`config.mk`:
```
export PLATFORM = sky130hd
export DESIGN_NAME = peripheral_module_disable_bank
export DESIGN_NICKNAME = d
export VERILOG_FILES = /design/src/core/peripheral_module_disable_bank.v
export VERILOG_INCLUDE_DIRS = /design/src /design/src/core
export SDC_FILE = /design/constraint.sdc
export NUM_CORES = 1
export LEC_CHECK = 0
export ABC_AREA = 1
export BUFFER_PORTS_ARGS = -buffer_cell sky130_fd_sc_hd__buf_4
export CORE_ASPECT_RATIO = 1.4
export CORE_UTILIZATION = 35
export CTS_BUF_LIST = sky130_fd_sc_hd__clkbuf_4 sky130_fd_sc_hd__clkbuf_8
export DETAILED_ROUTE_END_ITERATION = 7
export PLACE_DENSITY = 0.8
export SETUP_SLACK_MARGIN = 0.05
export SYNTH_ARGS = -nofsm -noshare
export SYNTH_HDL_FRONTEND = slang
export SYNTH_SLANG_ARGS = --single-unit
export TNS_END_PERCENT = 100
```
`constraint.sdc`:
```
create_clock -name pclk -period 1.2 [get_ports pclk]
set_clock_uncertainty 0.15 [all_clocks]
set_input_delay 0.12 -clock pclk [delete_from_list [all_inputs] [get_ports pclk]]
set_output_delay 0.12 -clock pclk [all_outputs]
set_load 0.01 [all_outputs]
```
`src/core/module_gate_defs.vh`:
```
// Register offsets, field positions and reset values of the peripheral gate bank
`ifndef MODULE_GATE_DEFS_VH
`define MODULE_GATE_DEFS_VH

// Byte offsets of the three gate registers
`define SERIAL_PERIPH3_GATE_OFS 12'h000
`define DMA_CONTROLLERS_GATE_OFS 12'h004
`define UART_LOGIC_CELL_GATE_OFS 12'h008

// Field positions
`define THIRD_SPI_BIT 0
`define LOWER_DMA_BIT 4
`define UPPER_DMA_BIT 5
`define LOGIC_CELL1_BIT 2
`define LOGIC_CELL4_BIT 5
`define FIFTH_UART_BIT 6
`define SIXTH_UART_BIT 7

// Implemented-bit masks per register
`define SERIAL_PERIPH3_MASK 16'h0001
`define DMA_CONTROLLERS_MASK 16'h0030
`define UART_LOGIC_CELL_MASK 16'h00FC

// Reset values
`define GATE_RESET_16 16'h0000
`define RDATA_RESET 32'h0000_0000

`endif

```
`src/core/peripheral_module_disable_bank.v`:
```
// Peripheral power and clock gate register bank with an APB slave
//
// Behaviour
// - Bit 0 of the first gate register disables the third SPI unit when one, enables it when zero.
// - Bits 15 to 1 of the first gate register read zero and ignore writes.
// - Bit 5 of the second gate register disables the upper DMA controller (channels 4 to 7).
// - Bit 4 of the second gate register disables the lower DMA controller (channels 0 to 3).
// - Bits 15 to 6 and 3 to 0 of the second gate register read zero and ignore writes.
// - The third gate register holds six gate bits 7 to 2 and reads zero in bits 15-8 and 1-0.
// - Each gate bit of the third register disables its UART or logic cell when one.
`timescale 1ns/1ns
`include "module_gate_defs.vh"

module peripheral_module_disable_bank (
   // APB clock and reset
   input wire pclk,
   input wire presetn,
   // APB request
   input wire psel,
   input wire penable,
   input wire pwrite,
   input wire [11:0] paddr,
   input wire [31:0] pwdata,
   input wire [3:0] pstrb,
   // APB answer
   output reg [31:0] prdata,
   output wire pready,
   output wire pslverr,
   // Per-module disable levels, high disables
   output reg third_spi_gate_bit,
   output reg lower_dma_ctrl_gate_bit,
   output reg upper_dma_ctrl_gate_bit,
   output reg [4:1] logic_cell_gate_bits,
   output reg fifth_uart_gate_bit,
   output reg sixth_uart_gate_bit
);

   reg [15:0] serial_periph3_gate_reg_q;
   reg [15:0] dma_controllers_gate_reg_q;
   reg [15:0] uart_logic_cell_gate_reg_q;
   reg [15:0] serial_periph3_gate_reg_d;
   reg [15:0] dma_controllers_gate_reg_d;
   reg [15:0] uart_logic_cell_gate_reg_d;
   reg pready_q;
   reg pslverr_q;
   reg [31:0] rdata_d;
   wire access;
   wire wr_en;
   wire rd_en;
   wire hit;

   // Merge a write into the implemented bits only, honouring byte strobes
   function [15:0] merge;
      input [15:0] old;
      input [31:0] wdata;
      input [3:0] strb;
      input [15:0] mask;
      reg [15:0] lanes;
      begin
         lanes = {{8{strb[1]}}, {8{strb[0]}}};
         merge = ((old & ~lanes) | (wdata[15:0] & lanes)) & mask;
      end
   endfunction

   // Address decode
   function is_mapped;
      input [11:0] a;
      begin
         is_mapped = (a == `SERIAL_PERIPH3_GATE_OFS) || (a == `DMA_CONTROLLERS_GATE_OFS)
            || (a == `UART_LOGIC_CELL_GATE_OFS);
      end
   endfunction

   // Answer one cycle into the access phase
   assign access = psel & penable & ~pready_q;
   assign hit = is_mapped(paddr);
   assign wr_en = access & pwrite & hit;
   assign rd_en = access & ~pwrite;
   assign pready = pready_q;
   assign pslverr = pslverr_q;

   // Next register values
   always @* begin
      serial_periph3_gate_reg_d = serial_periph3_gate_reg_q;
      dma_controllers_gate_reg_d = dma_controllers_gate_reg_q;
      uart_logic_cell_gate_reg_d = uart_logic_cell_gate_reg_q;
      if (wr_en && paddr == `SERIAL_PERIPH3_GATE_OFS) begin
         serial_periph3_gate_reg_d = merge(serial_periph3_gate_reg_q, pwdata, pstrb,
            `SERIAL_PERIPH3_MASK);
      end
      if (wr_en && paddr == `DMA_CONTROLLERS_GATE_OFS) begin
         dma_controllers_gate_reg_d = merge(dma_controllers_gate_reg_q, pwdata, pstrb,
            `DMA_CONTROLLERS_MASK);
      end
      if (wr_en && paddr == `UART_LOGIC_CELL_GATE_OFS) begin
         uart_logic_cell_gate_reg_d = merge(uart_logic_cell_gate_reg_q, pwdata, pstrb,
            `UART_LOGIC_CELL_MASK);
      end
   end

   // Read mux, unmapped reads return zero
   always @* begin
      rdata_d = `RDATA_RESET;
      case (paddr)
         `SERIAL_PERIPH3_GATE_OFS: rdata_d = {16'h0000, serial_periph3_gate_reg_q};
         `DMA_CONTROLLERS_GATE_OFS: rdata_d = {16'h0000, dma_controllers_gate_reg_q};
         `UART_LOGIC_CELL_GATE_OFS: rdata_d = {16'h0000, uart_logic_cell_gate_reg_q};
         default: rdata_d = `RDATA_RESET;
      endcase
   end

   // Registers, bus answer and gate outputs
   always @(posedge pclk or negedge presetn) begin
      if (!presetn) begin
         serial_periph3_gate_reg_q <= `GATE_RESET_16;
         dma_controllers_gate_reg_q <= `GATE_RESET_16;
         uart_logic_cell_gate_reg_q <= `GATE_RESET_16;
         pready_q <= 1'b0;
         pslverr_q <= 1'b0;
         prdata <= `RDATA_RESET;
         third_spi_gate_bit <= 1'b0;
         lower_dma_ctrl_gate_bit <= 1'b0;
         upper_dma_ctrl_gate_bit <= 1'b0;
         logic_cell_gate_bits <= 4'h0;
         fifth_uart_gate_bit <= 1'b0;
         sixth_uart_gate_bit <= 1'b0;
      end else begin
         serial_periph3_gate_reg_q <= serial_periph3_gate_reg_d;
         dma_controllers_gate_reg_q <= dma_controllers_gate_reg_d;
         uart_logic_cell_gate_reg_q <= uart_logic_cell_gate_reg_d;
         pready_q <= access;
         pslverr_q <= access & ~hit;
         if (rd_en) begin
            prdata <= rdata_d;
         end
         // Gate levels follow the registers with the same timing as the register
         third_spi_gate_bit <= serial_periph3_gate_reg_d[`THIRD_SPI_BIT];
         upper_dma_ctrl_gate_bit <= dma_controllers_gate_reg_d[`UPPER_DMA_BIT];
         lower_dma_ctrl_gate_bit <= dma_controllers_gate_reg_d[`LOWER_DMA_BIT];
         logic_cell_gate_bits <=
            uart_logic_cell_gate_reg_d[`LOGIC_CELL4_BIT:`LOGIC_CELL1_BIT];
         fifth_uart_gate_bit <= uart_logic_cell_gate_reg_d[`FIFTH_UART_BIT];
         sixth_uart_gate_bit <= uart_logic_cell_gate_reg_d[`SIXTH_UART_BIT];
      end
   end

endmodule // peripheral_module_disable_bank

```
==> results of run 1 <==
## layer usage
| metal | track usage (%) | share of wire [%] | vias up |
|---|---|---|---|
| met5 | 0 | 0 | - |
| met4 | 3.21 | 0.66 | 0 |
| met3 | 2.63 | 5.8 | 2 |
| met2 | 26.0 | 55 | 38 |
| met1 | 14.2 | 38 | 417 |
| li1 | - | - | 491 |
## cell usage after synthesis
| cell type | instances | share of area (%) |
|---|---|---|
| buf_4 | 25 | 17 |
| buf_6 | 1 | 1.0 |
| conb_1 | 1 | 0.34 |
| dfrtp_1 | 18 | 41 |
| inv_1 | 14 | 4.8 |
| inv_2 | 4 | 1.4 |
| nand2_1 | 33 | 11 |
| nand2_2 | 2 | 1.1 |
| nand3_1 | 8 | 3.6 |
| nand3_4 | 1 | 1.6 |
| nand3b_1 | 1 | 0.68 |
| nand3b_4 | 1 | 1.8 |
| nand4_1 | 1 | 0.57 |
| nor2_1 | 10 | 3.4 |
| nor2_2 | 2 | 1.1 |
| nor2_8 | 1 | 1.8 |
| o21ai_1 | 7 | 3.2 |
| o21ai_2 | 6 | 4.8 |
## report_power, final
part | internal [W] | switching [W]
Combinational | 0.0000960 | 0.000105
Sequential | 0.000610 | 0.00000178
Clock | 0.000291 | 0.000193
Total | 0.000997 | 0.000299
## stage by stage
stage / area [um2] / setup TNS (ns) / cells / hold WS, ns
2_1_floorplan: 1200 / -1.05 / 160 / -0.326
3_3_place_gp: 1410 / -0.716 / 219 / -0.154
3_5_place_dp: 1410 / -1.05 / 219 / -0.150
4_1_cts: 1540 / -1.21 / 230 / 0.0206
5_1_grt: 1580 / -2.47 / 234 / 0.0450
6_report: 1580 / -1.45 / 234 / 0.0190
## what timing repair did
action | 4_1_cts | 5_1_grt
gates cloned | 0 | 1
endpoints found under the setup margin | 17 | 17
pin swaps | 1 | 3
hold buffers | 7 | 0
hold endpoints to repair | 24 | 0
gates resized for setup | 1 | 1
buffers inserted | 0 | 3
## path summary, 6_finish.rpt
check	start	end	slack, ns	depth (start not counted)
min	pwdata[0]	flip-flop	0.02	5
max in group asynchronous	presetn	logic_cell_gate_bits[2]	0.58	2
max	pready	flip-flop	-0.16	6
min in group asynchronous	presetn	async pin	0.12	2
max reg2reg	pready	flip-flop	-0.16	6
min reg2reg	prdata[5]	prdata[5]	0.35	2
## layout make-up
class / count / area (um2) / share of cell area (%)
Sequential cell: 18 / 450 / 28.5
Multi-Input combinational cell: 99 / 502 / 31.8
Tap cell: 37 / 46.3 / 2.93
Inverter: 18 / 67.6 / 4.28
Clock buffer: 4 / 55.1 / 3.49
Timing Repair Buffer: 58 / 457 / 28.9
## worst max-delay path, delay by kind of cell, from the launching register on
kind            cells  cell delay [ns]
simple gates        4             0.53
flops               1             0.39
buf+inv             1             0.13
compound gates      1             0.05
## cell families after synthesis
group | share of synthesized area [%]
buffers and inverters | 24.1
flip-flops | 40.7
AO/OA/AOI/OAI | 7.92
other | 0.339
AND/OR/NAND/NOR | 26.9
==> summary.txt, run 1 <==
Number of diodes: 0
Maximum net fanout on the critical path: 6
First-pass iteration count of the detailed router: 4
Post-layout min period: 1.36 ns
Synth Instances: 136
Number of filler instances in the final layout: 297
Type of destination of the critical path: flip-flop
Critical path's largest stage delay: 0.39 ns
Hold Crit Class: in2reg
Count of synthesis-stage warnings from yosys: 0
Slowest-stage cell, CP: dfrtp_1
Detailed-route wire length per cell: 9.05 um
Setup violators final: 14
CP arrival: 1.35 ns
Inserted Clock Buffers: 3
Area of the die: 3390 um2
CTS tree: yes
Initial antenna violation count: 0
Final max-slew violation count: 0
Area added between synthesis and finish: 42.6%
Die Y: 68.5 um
Peak ir drop on the vdd network: 0.715 mV
Share of synthesized area occupied by flip-flops and latches: 40.7%
Detail Route Antenna Nets: 0
Via count normalized by instance count: 4.05
Number of H-tree levels: 1
Average instance area after synthesis: 8.13 um2
Leak pwr: 0.895 nW
Total wirelength of the detailed-routed design: 2120 um
Clk sinks: 18
Setup WS pre-CTS: -0.123 ns
F_max: 0.736 GHz
Yosys cell types: 18
Maxcap violations: 0
Clock Path Buffers: 2
Placeable core region: 2940 um2
Commonest cells after routing, fill and taps aside: buf_4, nand2_1, conb_1
Number of placed I/O pins: 96
Clock transition at path regs: 0.07 ns
Number of synthesized register bits: 18
Share of cells above drive strength 1: 37.1%
Setup WS post-layout: -0.159 ns
All-layer global routing usage: 13.1%
Share of the clock period used by the worst path after layout: 113%
Hold Vio Cnt, Final: 0
Status: complete, but fails checks
Count of input and output buffers: 42
Starting density of the core: 37.7%
Total Power: 0.00130 W
Type of the worst setup path: reg2reg
Pin count of the biggest net entering global routing: 19
Grt ovf: 0
Cell Rows: 23
Setup repair after global routing missed its margin: yes
Post-DP HPWL: 1620 um
Leading cell type in the layout, fill and taps excluded: buf_4
Required time worst endpoint: 1.19 ns
Master cell of the clock root buffer: clkbuf_8
Launching element type of the critical path: flip-flop
Number of nets at the end of the flow: 251
Wire length of the first global-routing pass: 3460 um
Placer's final routability congestion estimate: 0.775
Worst skew pair latency: 0.24 ns
Count of unresolved DRC violations after routing: 0
Cells along the critical path: nand3b_4 > nor2_4 > buf_4 > nand3_4 > nand2_1 > o21ai_2
Share of the core filled with cells in the final layout: 53.8%
Power Density: 822 nW/um2
Failing checks: negative setup slack
Die W: 49.5 um
Total number of vias: 948
First-iteration detailed-routing DRC count: 24
Synthesized area: 1110 um2
Number of global-route vias before repair: 856
Power figures use the tool's default switching activity.
==> inputs of run 2 (changes only) <==
--- a/config.mk
+++ b/config.mk
@@ -8,9 +8,9 @@
 export LEC_CHECK = 0
 export ABC_AREA = 1
 export BUFFER_PORTS_ARGS = -buffer_cell sky130_fd_sc_hd__buf_4
-export CORE_ASPECT_RATIO = 1.4
 export CORE_UTILIZATION = 35
 export CTS_BUF_LIST = sky130_fd_sc_hd__clkbuf_4 sky130_fd_sc_hd__clkbuf_8
+export CTS_CLUSTER_SIZE = 20
 export DETAILED_ROUTE_END_ITERATION = 7
 export PLACE_DENSITY = 0.8
 export SETUP_SLACK_MARGIN = 0.05
==> run 2 against run 1 <==
  * The run ends with negative hold slack, negative setup slack left
  * Critical path depth decreased by 1
  * Combinational power increased by 3%
  * Sequential power about the same
  * Highest routed layer unchanged
  * Hold slack got worse by 0.052 ns
==> summary.txt, run 2 (synthesis gave the netlist of run 1 again) <==
Cell internal power dissipation: 0.000896 W (was 0.000997 W)
Required time worst endpoint: 1.28 ns (was 1.19 ns)
Number of global-route vias before repair: 855 (was 856)
Type of destination of the critical path: flip-flop (unchanged)
Wire length of the first global-routing pass: 3510 um (was 3460 um)
Global-route met3 utilization: 1.34% (was 2.63%)
Hold Crit Class: in2reg (unchanged)
Inserted Clock Buffers: 3 (unchanged)
Area added between synthesis and finish: 51.0% (was 42.6%)
Part of the total power dissipated in the clock network: 31.9% (was 37.3%)
Setup WS pre-CTS: -0.123 ns (about the same)
Placeable core region: 3030 um2 (was 2940 um2)
Area of the die: 3390 um2 (about the same)
Leak pwr: 0.944 nW (was 0.895 nW)
Commonest cells after routing, fill and taps aside: buf_4, nand2_1, conb_1 (unchanged)
Initial antenna violation count: 0 (unchanged)
Count of buffering cells on the critical path with inverters included: 1 (unchanged)
Setup repair after global routing missed its margin: yes (unchanged)
Met2 track utilization from global routing: 23.6% (was 26.0%)
F_max: 0.753 GHz (was 0.736 GHz)
Power Density: 720 nW/um2 (was 822 nW/um2)
Grt ovf: 0 (unchanged)
Detail Route Antenna Nets: 0 (unchanged)
Cell Rows: 20 (was 23)
Count of unresolved DRC violations after routing: 0 (unchanged)
Master cell of the clock root buffer: clkbuf_4 (was clkbuf_8)
Clock Path Buffers: 2 (unchanged)
All-layer global routing usage: 13.5% (was 13.1%)
Launching element type of the critical path: flip-flop (unchanged)
Switching power as a share of total power: 25.5% (was 23.1%)
Clock transition at path regs: 0.11 ns (was 0.07 ns)
Slowest-stage cell, CP: dfrtp_1 (unchanged)
Number of H-tree levels: 1 (unchanged)
First-pass iteration count of the detailed router: 4 (unchanged)
Hold Vio Cnt, Final: 1 (was 0)
Leading cell type in the layout, fill and taps excluded: buf_4 (unchanged)
GR peak layer: met2 (unchanged)
Total wirelength of the detailed-routed design: 2260 um (was 2120 um)
Peak ir drop on the vdd network: 0.380 mV (was 0.715 mV)
Post-layout min period: 1.33 ns (was 1.36 ns)
Number of filler instances in the final layout: 297 (unchanged)
Number of nets at the end of the flow: 261 (was 251)
Part of the power in combinational logic: 17.3% (was 15.5%)
Post-Layout Cell Count: 251 (was 234)
Number of diodes: 0 (unchanged)
Cells along the critical path: nand3b_4 > nor2_4 > buf_4 > nand3_4 > o21ai_2 (was nand3b_4 > nor2_4 > buf_4 > nand3_4 > nand2_1 > o21ai_2)
Met1 Resource Use GR: 16.7% (was 14.2%)
Maximum net fanout on the critical path: 6 (unchanged)
Final max-slew violation count: 0 (unchanged)
Status: complete, but fails checks (unchanged)
Placer's final routability congestion estimate: 0.678 (was 0.775)
Cell Count Post-Placement: 227 (was 219)
Share of the clock period used by the worst path after layout: 111% (was 113%)
Die Y: 58.2 um (was 68.5 um)
Total number of vias: 1010 (was 948)
Worst hold slack across all endpoints: -0.0328 ns (was 0.0190 ns)
Multi-input gate area in the final layout: 504 um2 (was 502 um2)
Count of input and output buffers: 42 (unchanged)
Crit-path leading delay family: simple AND/OR/NAND/NOR gates (unchanged)
Worst skew pair latency: 0.30 ns (was 0.24 ns)
CTS tree: yes (unchanged)
Clk sinks: 18 (unchanged)
Maxcap violations: 0 (unchanged)
Number of placed I/O pins: 96 (unchanged)
Switching component of the power: 0.000306 W (was 0.000299 W)
Post-DP HPWL: 1630 um (was 1620 um)
Combined flip-flop and latch cell area: 450 um2 (unchanged)
Setup WS post-layout: -0.128 ns (was -0.159 ns)
Die W: 58.2 um (was 49.5 um)
Share of cells above drive strength 1: 40.1% (was 37.1%)
Total Power: 0.00120 W (was 0.00130 W)
First-iteration detailed-routing DRC count: 5 (was 24)
Number of hold buffers added after cts: 8 (was 7)
Failing checks: negative hold slack, negative setup slack (was negative setup slack)
Setup violators final: 17 (was 14)
Starting density of the core: 36.5% (was 37.7%)
Type of the worst setup path: reg2reg (unchanged)
Pin count of the biggest net entering global routing: 19 (unchanged)
Critical path's largest stage delay: 0.40 ns (was 0.39 ns)
Proportion of power drawn by flip-flops and latches: 50.9% (was 47.2%)
Detailed-route wire length per cell: 8.99 um (was 9.05 um)
Via count normalized by instance count: 4.02 (was 4.05)
CP arrival: 1.41 ns (was 1.35 ns)
-- run 2: changes by cell type in the layout (fill, tap and decap cells not counted), sizes merged --
cell | before | now
buf | 51 | 60
dlygate4sd3 | 7 | 8
-- run 2: final timing paths --
kind	from	cells past startpoint	endpoint	slack, ns
max in group asynchronous	presetn	2	logic_cell_gate_bits[1]	0.64
min reg2reg	prdata[7]	2	prdata[7]	0.35
max	pready	5	logic_cell_gate_bits[3]	-0.13
min	penable	3	pready	-0.03
min in group asynchronous	presetn	2	async pin	0.07
max reg2reg	pready	5	logic_cell_gate_bits[3]	-0.13
-- run 2: layout make-up --
type / instances / area share (%)
timing repair buffer: 68 / 33.3
tap: 44 / 3.30
sequential: 18 / 27.0
inverter: 18 / 4.04
clock buffer: 4 / 2.17
multi-input combinational: 99 / 30.2
-- run 2: through the flow --
stage	util (%)	hold WS [ns]	instance area, um2	TNS (ns)
2_1_floorplan	-	-0.326	1200	-1.05
3_3_place_gp	47.1	-0.152	1430	-0.776
3_5_place_dp	47.1	-0.154	1430	-1.27
4_1_cts	51.4	-0.0374	1560	-1.67
5_1_grt	55.2	-0.0272	1670	-2.82
6_report	55.2	-0.0328	1670	-1.40
-- run 2: power groups by stage --
stage	Clock (W)	Sequential [W]	Combinational (W)
finish	0.000383	0.000611	0.000208
detailed placement	0	0.000624	0.000176
floorplan	0	0.000626	0.000139
CTS	0.000384	0.000612	0.000202
global route	0.000419	0.000612	0.000233
global placement	0	0.000623	0.000175
-- run 2: routing by layer --
metal	share of wire, %	vias up
li1	-	515
met1	42	457
met2	54	35
met3	3.1	3
met4	0.84	0
met5	0	-
-- run 2: worst reg2reg max path: stages (launching register included) --
cell	delay [ns]
dfrtp_1	0.40
nand3b_4	0.18
nor2_4	0.14
buf_4	0.14
nand3_4	0.11
o21ai_2	0.14
-- run 2: what timing repair did --
action                                 in CTS  in global routing
setup buffers                               1                 10
setup endpoints to repair                  17                 27
pin swaps                                   1                  1
cloned                                      0                  1
endpoints found under the hold margin      28                  1
gates resized for setup                     2                  7
